**src/hss_pkg.sv**
```systemverilog
// constants shared by the strap sampling and status pin logic
package hss_pkg;

  // port count and strap field widths
  localparam int unsigned NUM_PORTS      = 4;
  localparam int unsigned CODE_W         = 2;
  localparam int unsigned CFG_W          = 2;

  // apb register byte offsets
  localparam logic [7:0] CTRL_OFS        = 8'h00;
  localparam logic [7:0] STRAP_OFS       = 8'h04;
  localparam logic [7:0] HUB_STAT_OFS    = 8'h08;
  localparam logic [7:0] ID_OFS          = 8'h0C;

  // control register fields and reset value
  localparam int unsigned CTRL_PIN_IN_BIT = 0;
  localparam logic [31:0] CTRL_RESET      = 32'h0000_0000;

  // strap status register fields
  localparam int unsigned ST_CODE_LSB    = 0;
  localparam int unsigned ST_CHG_LSB     = 4;
  localparam int unsigned ST_CFG_LSB     = 8;
  localparam int unsigned ST_EN_BIT      = 12;
  localparam int unsigned ST_DONE_BIT    = 13;
  localparam int unsigned ST_LOW_ACT_BIT = 14;
  localparam int unsigned ST_MASK_LSB    = 16;

  // hub status register fields
  localparam int unsigned HS_CONF_BIT    = 0;
  localparam int unsigned HS_SUSP_BIT    = 1;
  localparam int unsigned HS_LED_BIT     = 2;
  localparam int unsigned HS_LPWR_BIT    = 3;
  localparam int unsigned HS_CMPD_BIT    = 4;

  // block identity, value is arbitrary
  localparam logic [31:0] BLOCK_ID       = 32'h0000_5A01;

  // fixed port codes
  localparam logic [1:0] CODE_NONE       = 2'h0;
  localparam logic [1:0] CODE_P1         = 2'h1;
  localparam logic [1:0] CODE_P12        = 2'h2;
  localparam logic [1:0] CODE_P123       = 2'h3;

  // configuration select value that disables the straps
  localparam logic [1:0] CFG_SERIAL      = 2'h1;

  // values after reset of sampled straps
  localparam logic [1:0] CODE_RESET      = 2'h0;
  localparam logic [3:0] CHG_RESET       = 4'h0;
  localparam logic [1:0] CFG_RESET       = 2'h0;

endpackage

```
**src/hss_led_if.sv**
```systemverilog
// signals between the strap core and the shared status pin driver
`timescale 1ns/1ps
`default_nettype none
interface hss_led_if;
  logic led_active;
  logic led_active_low;
  logic pin_as_input;
  logic drive_allowed;
  logic local_power;

  modport core (
    output led_active,
    output led_active_low,
    output pin_as_input,
    output drive_allowed,
    input  local_power
  );

  modport drv (
    input  led_active,
    input  led_active_low,
    input  pin_as_input,
    input  drive_allowed,
    output local_power
  );
endinterface
`default_nettype wire

```
**src/hss_led_drive.sv**
```systemverilog
// shared status pin driver: led output or local power detect input
`timescale 1ns/1ps
`default_nettype none
module hss_led_drive (
  // clock and reset
  input  wire logic pclk,
  input  wire logic presetn,
  // shared pin
  input  wire logic pin_i,
  output logic      pin_o,
  output logic      pin_oe,
  // core side
  hss_led_if.drv    ctl
);

  logic pin_o_reg;
  logic pin_o_next;
  logic pin_oe_reg;
  logic pin_oe_next;
  logic lpwr_reg;
  logic lpwr_next;

  always_comb begin
    // polarity flips the level, active high codes drive 1 when lit
    pin_o_next  = ctl.led_active ^ ctl.led_active_low;
    // pin released during reset and sampling so the strap resistor sets it
    pin_oe_next = ctl.drive_allowed && !ctl.pin_as_input;
    // low means bus powered only, high means local supply present
    // wait until the driver is off, else the led level reads back as supply
    lpwr_next   = (ctl.pin_as_input && !pin_oe_reg) ? pin_i : lpwr_reg;
  end

  always_ff @(posedge pclk or negedge presetn) begin
    if (!presetn) begin
      pin_o_reg  <= 1'b0;
      pin_oe_reg <= 1'b0;
      lpwr_reg   <= 1'b0;
    end else begin
      pin_o_reg  <= pin_o_next;
      pin_oe_reg <= pin_oe_next;
      lpwr_reg   <= lpwr_next;
    end
  end

  assign pin_o           = pin_o_reg;
  assign pin_oe          = pin_oe_reg;
  assign ctl.local_power = lpwr_reg;

endmodule
`default_nettype wire

```
**src/hss_strap_top.sv**
```systemverilog
// strap sampling, fixed port decode and status pin control with apb registers
`timescale 1ns/1ps
`default_nettype none

// Summary of operation
// led stays off while hub unconfigured, or configured but suspended
// led lit only while configured by host and not suspended
// local power detect low means hub is powered from upstream only
// local power detect high means a local self-power source exists
// with straps enabled, both fixed port bits sampled together at reset release
// code 00 none, 01 port 1, 10 ports 1-2, 11 ports 1-3 fixed
// led active high for codes 00 and 10, active low for 01 and 11
// shared strap pin becomes led output with polarity from its own strap
// strap pins ignored unless configuration selection enables straps
// pulled-down charge enable straps: high reads as 1, low as 0
// unstrapped bidirectional pins read 0 through the internal pull-down
// any fixed port makes the hub report itself as a compound device
// straps and configuration select latched at reset release
// sampled straps held constant until the next chip reset
module hss_strap_top (
  // clock and reset
  input  wire logic                           pclk,
  input  wire logic                           presetn,
  // apb slave
  input  wire logic                           psel,
  input  wire logic                           penable,
  input  wire logic                           pwrite,
  input  wire logic [7:0]                     paddr,
  input  wire logic [31:0]                    pwdata,
  output logic      [31:0]                    prdata,
  output logic                                pready,
  output logic                                pslverr,
  // strap and configuration pins
  input  wire logic [hss_pkg::CFG_W-1:0]      cfg_sel,
  input  wire logic                           fixed_port_strap_hi,
  input  wire logic [hss_pkg::NUM_PORTS-1:0]  charge_enable_strap,
  // shared led / local power / strap pin
  input  wire logic                           status_pin_i,
  output logic                                status_pin_o,
  output logic                                status_pin_oe,
  // hub engine state
  input  wire logic                           hub_configured,
  input  wire logic                           hub_suspended,
  // decoded configuration to the hub engine
  output logic      [hss_pkg::NUM_PORTS-1:0]  fixed_port_mask,
  output logic      [hss_pkg::NUM_PORTS-1:0]  charge_enable,
  output logic                                compound_device,
  output logic                                local_power_detect,
  output logic                                suspend_status_led,
  output logic                                straps_valid
);

  // fixed port code to per-port mask
  function automatic logic [hss_pkg::NUM_PORTS-1:0] fixed_mask(
    input logic [hss_pkg::CODE_W-1:0] code
  );
    logic [hss_pkg::NUM_PORTS-1:0] m;
    m = '0;
    case (code)
      hss_pkg::CODE_NONE: m = 4'h0;
      hss_pkg::CODE_P1:   m = 4'h1;
      hss_pkg::CODE_P12:  m = 4'h3;
      hss_pkg::CODE_P123: m = 4'h7;
      default:            m = 4'h0;
    endcase
    return m;
  endfunction

  // odd codes light the led with a low level
  function automatic logic led_low_active(
    input logic [hss_pkg::CODE_W-1:0] code
  );
    return code[0];
  endfunction

  // ---------------- strap capture ----------------
  logic                              sampled_reg;
  logic                              sampled_next;
  logic [hss_pkg::CODE_W-1:0]        code_reg;
  logic [hss_pkg::CODE_W-1:0]        code_next;
  logic [hss_pkg::NUM_PORTS-1:0]     chg_reg;
  logic [hss_pkg::NUM_PORTS-1:0]     chg_next;
  logic [hss_pkg::CFG_W-1:0]         cfg_reg;
  logic [hss_pkg::CFG_W-1:0]         cfg_next;
  logic                              str_en_reg;
  logic                              str_en_next;
  logic                              str_en_now;

  // serial configuration has its own settings, so straps count for nothing there
  assign str_en_now = (cfg_sel != hss_pkg::CFG_SERIAL);

  always_comb begin
    sampled_next = sampled_reg;
    code_next    = code_reg;
    chg_next     = chg_reg;
    cfg_next     = cfg_reg;
    str_en_next  = str_en_reg;
    // async reset cannot load pin levels, so capture on the first edge after release
    if (!sampled_reg) begin
      sampled_next = 1'b1;
      cfg_next     = cfg_sel;
      str_en_next  = str_en_now;
      if (str_en_now) begin
        // both bits taken in the same edge, pin driver still released
        code_next = {fixed_port_strap_hi, status_pin_i};
        chg_next  = charge_enable_strap;
      end else begin
        code_next = hss_pkg::CODE_RESET;
        chg_next  = hss_pkg::CHG_RESET;
      end
    end
    // once sampled nothing above is reloaded until presetn falls again
  end

  always_ff @(posedge pclk or negedge presetn) begin
    if (!presetn) begin
      sampled_reg <= 1'b0;
      code_reg    <= hss_pkg::CODE_RESET;
      chg_reg     <= hss_pkg::CHG_RESET;
      cfg_reg     <= hss_pkg::CFG_RESET;
      str_en_reg  <= 1'b0;
    end else begin
      sampled_reg <= sampled_next;
      code_reg    <= code_next;
      chg_reg     <= chg_next;
      cfg_reg     <= cfg_next;
      str_en_reg  <= str_en_next;
    end
  end

  // ---------------- decoded outputs ----------------
  logic [hss_pkg::NUM_PORTS-1:0]     mask_reg;
  logic [hss_pkg::NUM_PORTS-1:0]     mask_next;
  logic                              cmpd_reg;
  logic                              cmpd_next;
  logic                              led_reg;
  logic                              led_next;

  always_comb begin
    mask_next = fixed_mask(code_reg);
    cmpd_next = |fixed_mask(code_reg);
    // lit only when configured and awake; unconfigured or suspended stays dark
    led_next  = sampled_reg && hub_configured && !hub_suspended;
  end

  always_ff @(posedge pclk or negedge presetn) begin
    if (!presetn) begin
      mask_reg <= '0;
      cmpd_reg <= 1'b0;
      led_reg  <= 1'b0;
    end else begin
      mask_reg <= mask_next;
      cmpd_reg <= cmpd_next;
      led_reg  <= led_next;
    end
  end

  // ---------------- control register ----------------
  logic                              pin_in_reg;
  logic                              pin_in_next;

  // ---------------- apb ----------------
  logic                              setup;
  logic                              access;
  logic                              hit_ctrl;
  logic                              hit_strap;
  logic                              hit_hub;
  logic                              hit_id;
  logic                              mapped;
  logic [31:0]                       rd_mux;
  logic [31:0]                       strap_word;
  logic [31:0]                       hub_word;
  logic [31:0]                       prdata_reg;
  logic [31:0]                       prdata_next;

  hss_led_if led_bus ();

  assign setup     = psel && !penable;
  assign access    = psel && penable;
  assign hit_ctrl  = (paddr == hss_pkg::CTRL_OFS);
  assign hit_strap = (paddr == hss_pkg::STRAP_OFS);
  assign hit_hub   = (paddr == hss_pkg::HUB_STAT_OFS);
  assign hit_id    = (paddr == hss_pkg::ID_OFS);
  assign mapped    = hit_ctrl || hit_strap || hit_hub || hit_id;

  always_comb begin
    strap_word = '0;
    strap_word[hss_pkg::ST_CODE_LSB +: hss_pkg::CODE_W]   = code_reg;
    strap_word[hss_pkg::ST_CHG_LSB +: hss_pkg::NUM_PORTS] = chg_reg;
    strap_word[hss_pkg::ST_CFG_LSB +: hss_pkg::CFG_W]     = cfg_reg;
    strap_word[hss_pkg::ST_EN_BIT]                        = str_en_reg;
    strap_word[hss_pkg::ST_DONE_BIT]                      = sampled_reg;
    strap_word[hss_pkg::ST_LOW_ACT_BIT]                   = led_low_active(code_reg);
    strap_word[hss_pkg::ST_MASK_LSB +: hss_pkg::NUM_PORTS] = mask_reg;
  end

  always_comb begin
    hub_word = '0;
    hub_word[hss_pkg::HS_CONF_BIT] = hub_configured;
    hub_word[hss_pkg::HS_SUSP_BIT] = hub_suspended;
    hub_word[hss_pkg::HS_LED_BIT]  = led_reg;
    hub_word[hss_pkg::HS_LPWR_BIT] = led_bus.local_power;
    hub_word[hss_pkg::HS_CMPD_BIT] = cmpd_reg;
  end

  always_comb begin
    rd_mux = '0;
    if (hit_ctrl) begin
      rd_mux[hss_pkg::CTRL_PIN_IN_BIT] = pin_in_reg;
    end else if (hit_strap) begin
      rd_mux = strap_word;
    end else if (hit_hub) begin
      rd_mux = hub_word;
    end else if (hit_id) begin
      rd_mux = hss_pkg::BLOCK_ID;
    end
  end

  always_comb begin
    prdata_next = prdata_reg;
    pin_in_next = pin_in_reg;
    // read data settles in the setup cycle so the access phase needs no wait
    if (setup && !pwrite) begin
      prdata_next = rd_mux;
    end
    if (access && pwrite && hit_ctrl) begin
      pin_in_next = pwdata[hss_pkg::CTRL_PIN_IN_BIT];
    end
  end

  always_ff @(posedge pclk or negedge presetn) begin
    if (!presetn) begin
      prdata_reg <= '0;
      pin_in_reg <= hss_pkg::CTRL_RESET[hss_pkg::CTRL_PIN_IN_BIT];
    end else begin
      prdata_reg <= prdata_next;
      pin_in_reg <= pin_in_next;
    end
  end

  // zero wait states; unmapped addresses answer with an error
  assign pready  = 1'b1;
  assign pslverr = access && !mapped;
  assign prdata  = prdata_reg;

  // ---------------- shared pin ----------------
  assign led_bus.led_active     = led_reg;
  assign led_bus.led_active_low = led_low_active(code_reg);
  assign led_bus.pin_as_input   = pin_in_reg;
  assign led_bus.drive_allowed  = sampled_reg;

  hss_led_drive u_led_drive (
    .pclk    (pclk),
    .presetn (presetn),
    .pin_i   (status_pin_i),
    .pin_o   (status_pin_o),
    .pin_oe  (status_pin_oe),
    .ctl     (led_bus.drv)
  );

  // ---------------- outputs ----------------
  assign fixed_port_mask    = mask_reg;
  assign charge_enable      = chg_reg;
  assign compound_device    = cmpd_reg;
  assign local_power_detect = led_bus.local_power;
  assign suspend_status_led = led_reg;
  assign straps_valid       = sampled_reg;

endmodule
`default_nettype wire

```
**config.mk**
```make
export PLATFORM = sky130hd
export DESIGN_NAME = hss_strap_top
export DESIGN_NICKNAME = d
export VERILOG_FILES = /design/src/hss_pkg.sv /design/src/hss_led_if.sv /design/src/hss_led_drive.sv /design/src/hss_strap_top.sv
export SDC_FILE = /design/constraint.sdc
export NUM_CORES = 1
export LEC_CHECK = 0
export BUFFER_PORTS_ARGS = -buffer_cell sky130_fd_sc_hd__buf_2
export CAP_MARGIN = 20
export CORE_MARGIN = 5
export CORE_UTILIZATION = 40
export CTS_BUF_LIST = sky130_fd_sc_hd__clkbuf_8
export CTS_CLUSTER_DIAMETER = 100
export DETAILED_ROUTE_END_ITERATION = 6
export GPL_TIMING_DRIVEN = 0
export PLACE_DENSITY_LB_ADDON = 0.12
export SETUP_SLACK_MARGIN = 0.15
export SLEW_MARGIN = 20
export SYNTH_ARGS = -nofsm -noshare
export SYNTH_HDL_FRONTEND = slang
export SYNTH_HIERARCHICAL = 1
export SYNTH_SLANG_ARGS = --single-unit
export TNS_END_PERCENT = 5
```
**constraint.sdc**
```tcl
create_clock -name pclk -period 1.2 [get_ports pclk]
set_input_delay 0.12 -clock pclk [delete_from_list [all_inputs] [get_ports pclk]]
set_output_delay 0.12 -clock pclk [all_outputs]
set_load 0.02 [all_outputs]
```
==> results by group <==
Run status
  – Outcome: finished, final reports clean

STA
  – Max-slew violation count: 0
  – Fin worst setup slack: 0.0858 ns
  – RSZ-0062 raised after global routing: yes
  – Min cycle time layout: 1.11 ns
  – Endpoints failing setup: 0
  – Final hold violations: 0
  – Max Clock Skew: 0.000826 ns
  – F_max: 898 MHz
  – Final period utilization: 92.8%

Yosys
  – Adder-cell share of the synthesized area: 0%
  – Mapped Cells: 138
  – Synthesis-stage register bit count: 36
  – Synth Warn #: 6
  – Post-synth EDFFs: 0
  – Avg Cell Area, Syn: 11.5 sq um
  – Compound-gate portion of the synthesized area: 11.6%
  – Library cells used by synthesis: 33
  – Mux share of post-synthesis cell area: 4.48%
  – Main synth FF type: dfrtp_1
  – Post-Syn Area: 0.00159 sq mm
  – Largest family of logic cells by synthesized area: simple AND/OR/NAND/NOR gates
  – Ys async rst share: 100%
  – Post-synthesis xor/xnor area fraction: 0.550%
  – Sequential area share after synthesis: 56.6%
  – Simple-Gate Fraction of Synth Area: 16.4%

Placed design
  – GP Congestion: 0.739
  – Pre-CTS WS: -0.383 ns
  – IO buf count: 54
  – Hpwl dp: 2870 microns
  – Dpl cell area: 0.00198 sq mm

Pwr
  – Clk pwr share: 39.8%
  – Switch Pwr: 694 uW
  – Comb power frac: 14.3%
  – Sw frac: 24.2%
  – Internal: 2.18 mW
  – Leak: 1.19 nW
  – Total power: 2.87 mW
  – Peak VDD IR: 0.861 mV
  – Power Density: 1280 mW/mm^2
  – Register share of total power: 45.8%

CTS
  – Max clock buf depth: 2
  – CTS tree: yes
  – Clk pin slew, worst setup/hold paths: 0.07 ns
  – Max H-tree Level: 2
  – Clock Latency Late Sink: 0.28 ns
  – CTS buffer count: 5
  – Root Driver: clkbuf_8
  – Sink Count: 36

Finish
  – Post-Layout Inst Area: 0.00224 sq mm
  – Antenna cell count: 0
  – Max reg flops: 17
  – Share of cells above drive strength 1: 48.2%
  – Area growth, synth to finish: 40.5%
  – # nets final: 274
  – Fin util: 57.1%

Worst setup path
  – Worst EP arrival: 1.28 ns
  – Worst r2r src: code_reg[0]
  – Crit start category: input port
  – Crit-path max FO: 3
  – Crit path largest cell delay: 0.57 ns
  – Capture point of the worst reg-to-reg path: prdata[0]
  – Worst r2r path cells: 3
  – Worst Setup Path Type: in2reg
  – Crit path capture type: flip-flop
  – Critical Path, Cell by Cell: buf_6 > or4_4 > nor4_4 > mux2_4
  – Crit-path slowest cell: or4_4
  – Worst Setup EP: led_bus.pin_as_input
  – CP Launch Point: paddr[4]
  – CP Data Required Time: 1.37 ns
  – FF-to-FF setup slack: 0.11 ns

Die
  – Die Y: 73.1 microns
  – Core area: 0.00391 sq mm
  – Initial Util: 40.7%
  – Die area: 0.00534 sq mm
  – IO Pins: 103
  – Die width: 73.1 microns
  – Num rows: 23

Drt
  – Routed len/inst: 14.1 microns
  – Post-route ant nets: 0
  – Met2 WL: 2010 microns
  – Top layer in use: met4
  – DR pass1 iterations: 4
  – M1 WL: 1460 microns
  – Met3 wire length: 274 microns
  – Via density per instance: 4.71
  – Drt drc: 0
  – Vias: 1273
  – WL final: 3810 microns
  – Violation count after the first detailed-route iteration: 53

Global routing
  – Largest net degree at the start of global routing: 37
  – Grt total ovfl: 0
  – Initial antenna violation count: 0
  – Vias in the first global route: 1302
  – GR Util All Layers: 15.2%
  – First-pass GRT wire length: 6260 microns

Worst hold path
  – Min-Delay Path Class: in2reg

Flow run
  – Number of max-cap violations: 0
==> Yosys cell counts (2+ instances only) <==
master / count / share of area (%)
or2_2: 3 / 1.2
conb_1: 2 / 0.47
nand2_1: 19 / 4.5
o21ai_0: 7 / 2.2
buf_4: 17 / 8.0
buf_2: 3 / 0.94
a22o_1: 10 / 5.5
a221o_1: 2 / 1.3
nor2_1: 5 / 1.2
and2_0: 2 / 0.79
mux2_2: 5 / 3.5
dfrtp_1: 36 / 57
nand2b_1: 2 / 0.79
clkbuf_1: 4 / 0.94
o31ai_1: 3 / 1.4
==> worst max-delay path: cells and delay by family <==
kind	cells	cell delay (ns)
simple gates	2	0.75
buf+inv	1	0.09
mux	1	0.32
==> power by group through the flow <==
stage               Combinational, mW  Sequential (mW)  Clock [mW]
floorplan                       0.183             1.38           0
global placement                0.369             1.34           0
detailed placement              0.376             1.34           0
CTS                             0.394             1.32        1.18
global route                    0.452             1.32        1.24
finish                          0.412             1.32        1.14
==> routing by layer <==
| layer | GRT usage (%) | vias up |
|---|---|---|
| li1 | - | 605 |
| met5 | 0 | - |
| met3 | 4.41 | 5 |
| met1 | 17.8 | 617 |
| met4 | 5.74 | 0 |
| met2 | 26.3 | 46 |
==> area by class of cell <==
cell class              instances  area [sq um]
fillers                       376          1680
flip-flops and latches         36           902
multi-input cells              94           636
repair buffers                 58           339
plain buffers                  24           170
clock buffers                   7          96.3
well taps                      50          62.6
clock inverters                 1          30.0
==> what timing repair did <==
item,in CTS,in global routing
hold buffers,2,0
pin swaps,3,2
gates resized for setup,8,18
hold endpoints to repair,37,0
endpoints found under the setup margin,28,65
setup buffers,1,1
==> per-stage QoR <==
| stage | hold WS [ns] | setup TNS (ns) | instances |
|---|---|---|---|
| 6_report | 0.0662 | 0 | 270 |
| 5_1_grt | 0.0585 | 0 | 270 |
| 4_1_cts | 0.0579 | 0 | 269 |
| 3_5_place_dp | 0.250 | -6.11 | 258 |
| 3_3_place_gp | 0.234 | -4.98 | 258 |
| 2_1_floorplan | -0.176 | -0.410 | 154 |
==> worst min-delay path by stage <==
stage / from / endpoint / cells after the start
6_report: pwdata[0] / led_bus.pin_as_input / 2
2_1_floorplan: presetn / cfg_reg[0] / 0
3_3_place_gp: presetn / prdata[17] / 1
4_1_cts: pwdata[0] / led_bus.pin_as_input / 2
3_5_place_dp: presetn / prdata[17] / 1
5_1_grt: pwdata[0] / led_bus.pin_as_input / 2
==> layout by cell type, fill, tap and decap left out, types with 2 or more instances in the layout <==
| master | instances |
|---|---|
| mux2_2 | 4 |
| a22o_1 | 10 |
| buf_4 | 20 |
| dlygate4sd3_1 | 2 |
| buf_6 | 4 |
| mux2_4 | 2 |
| clkbuf_8 | 7 |
| dfrtp_1 | 35 |
| nand2_1 | 19 |
| clkbuf_4 | 2 |
| a221o_1 | 2 |
| or2_2 | 3 |
| and2_0 | 2 |
| o21ai_0 | 6 |
| conb_1 | 18 |
| nor2_1 | 5 |
| buf_2 | 49 |
| o31ai_1 | 2 |
| nand2b_1 | 2 |
| nor4_4 | 3 |
| clkbuf_2 | 3 |
==> kinds of logic (layout without fill, tap and decap cells) <==
logic type	after synthesis	after routing
AOI/OAI and AO/OA	25	25
muxes	6	6
DFF	36	36
other	2	18
buffers and inverters	24	90
and+or+nand+nor	44	44
xor gates and xnor gates	1	1
Note: power is estimated with default switching activity, not from simulation.
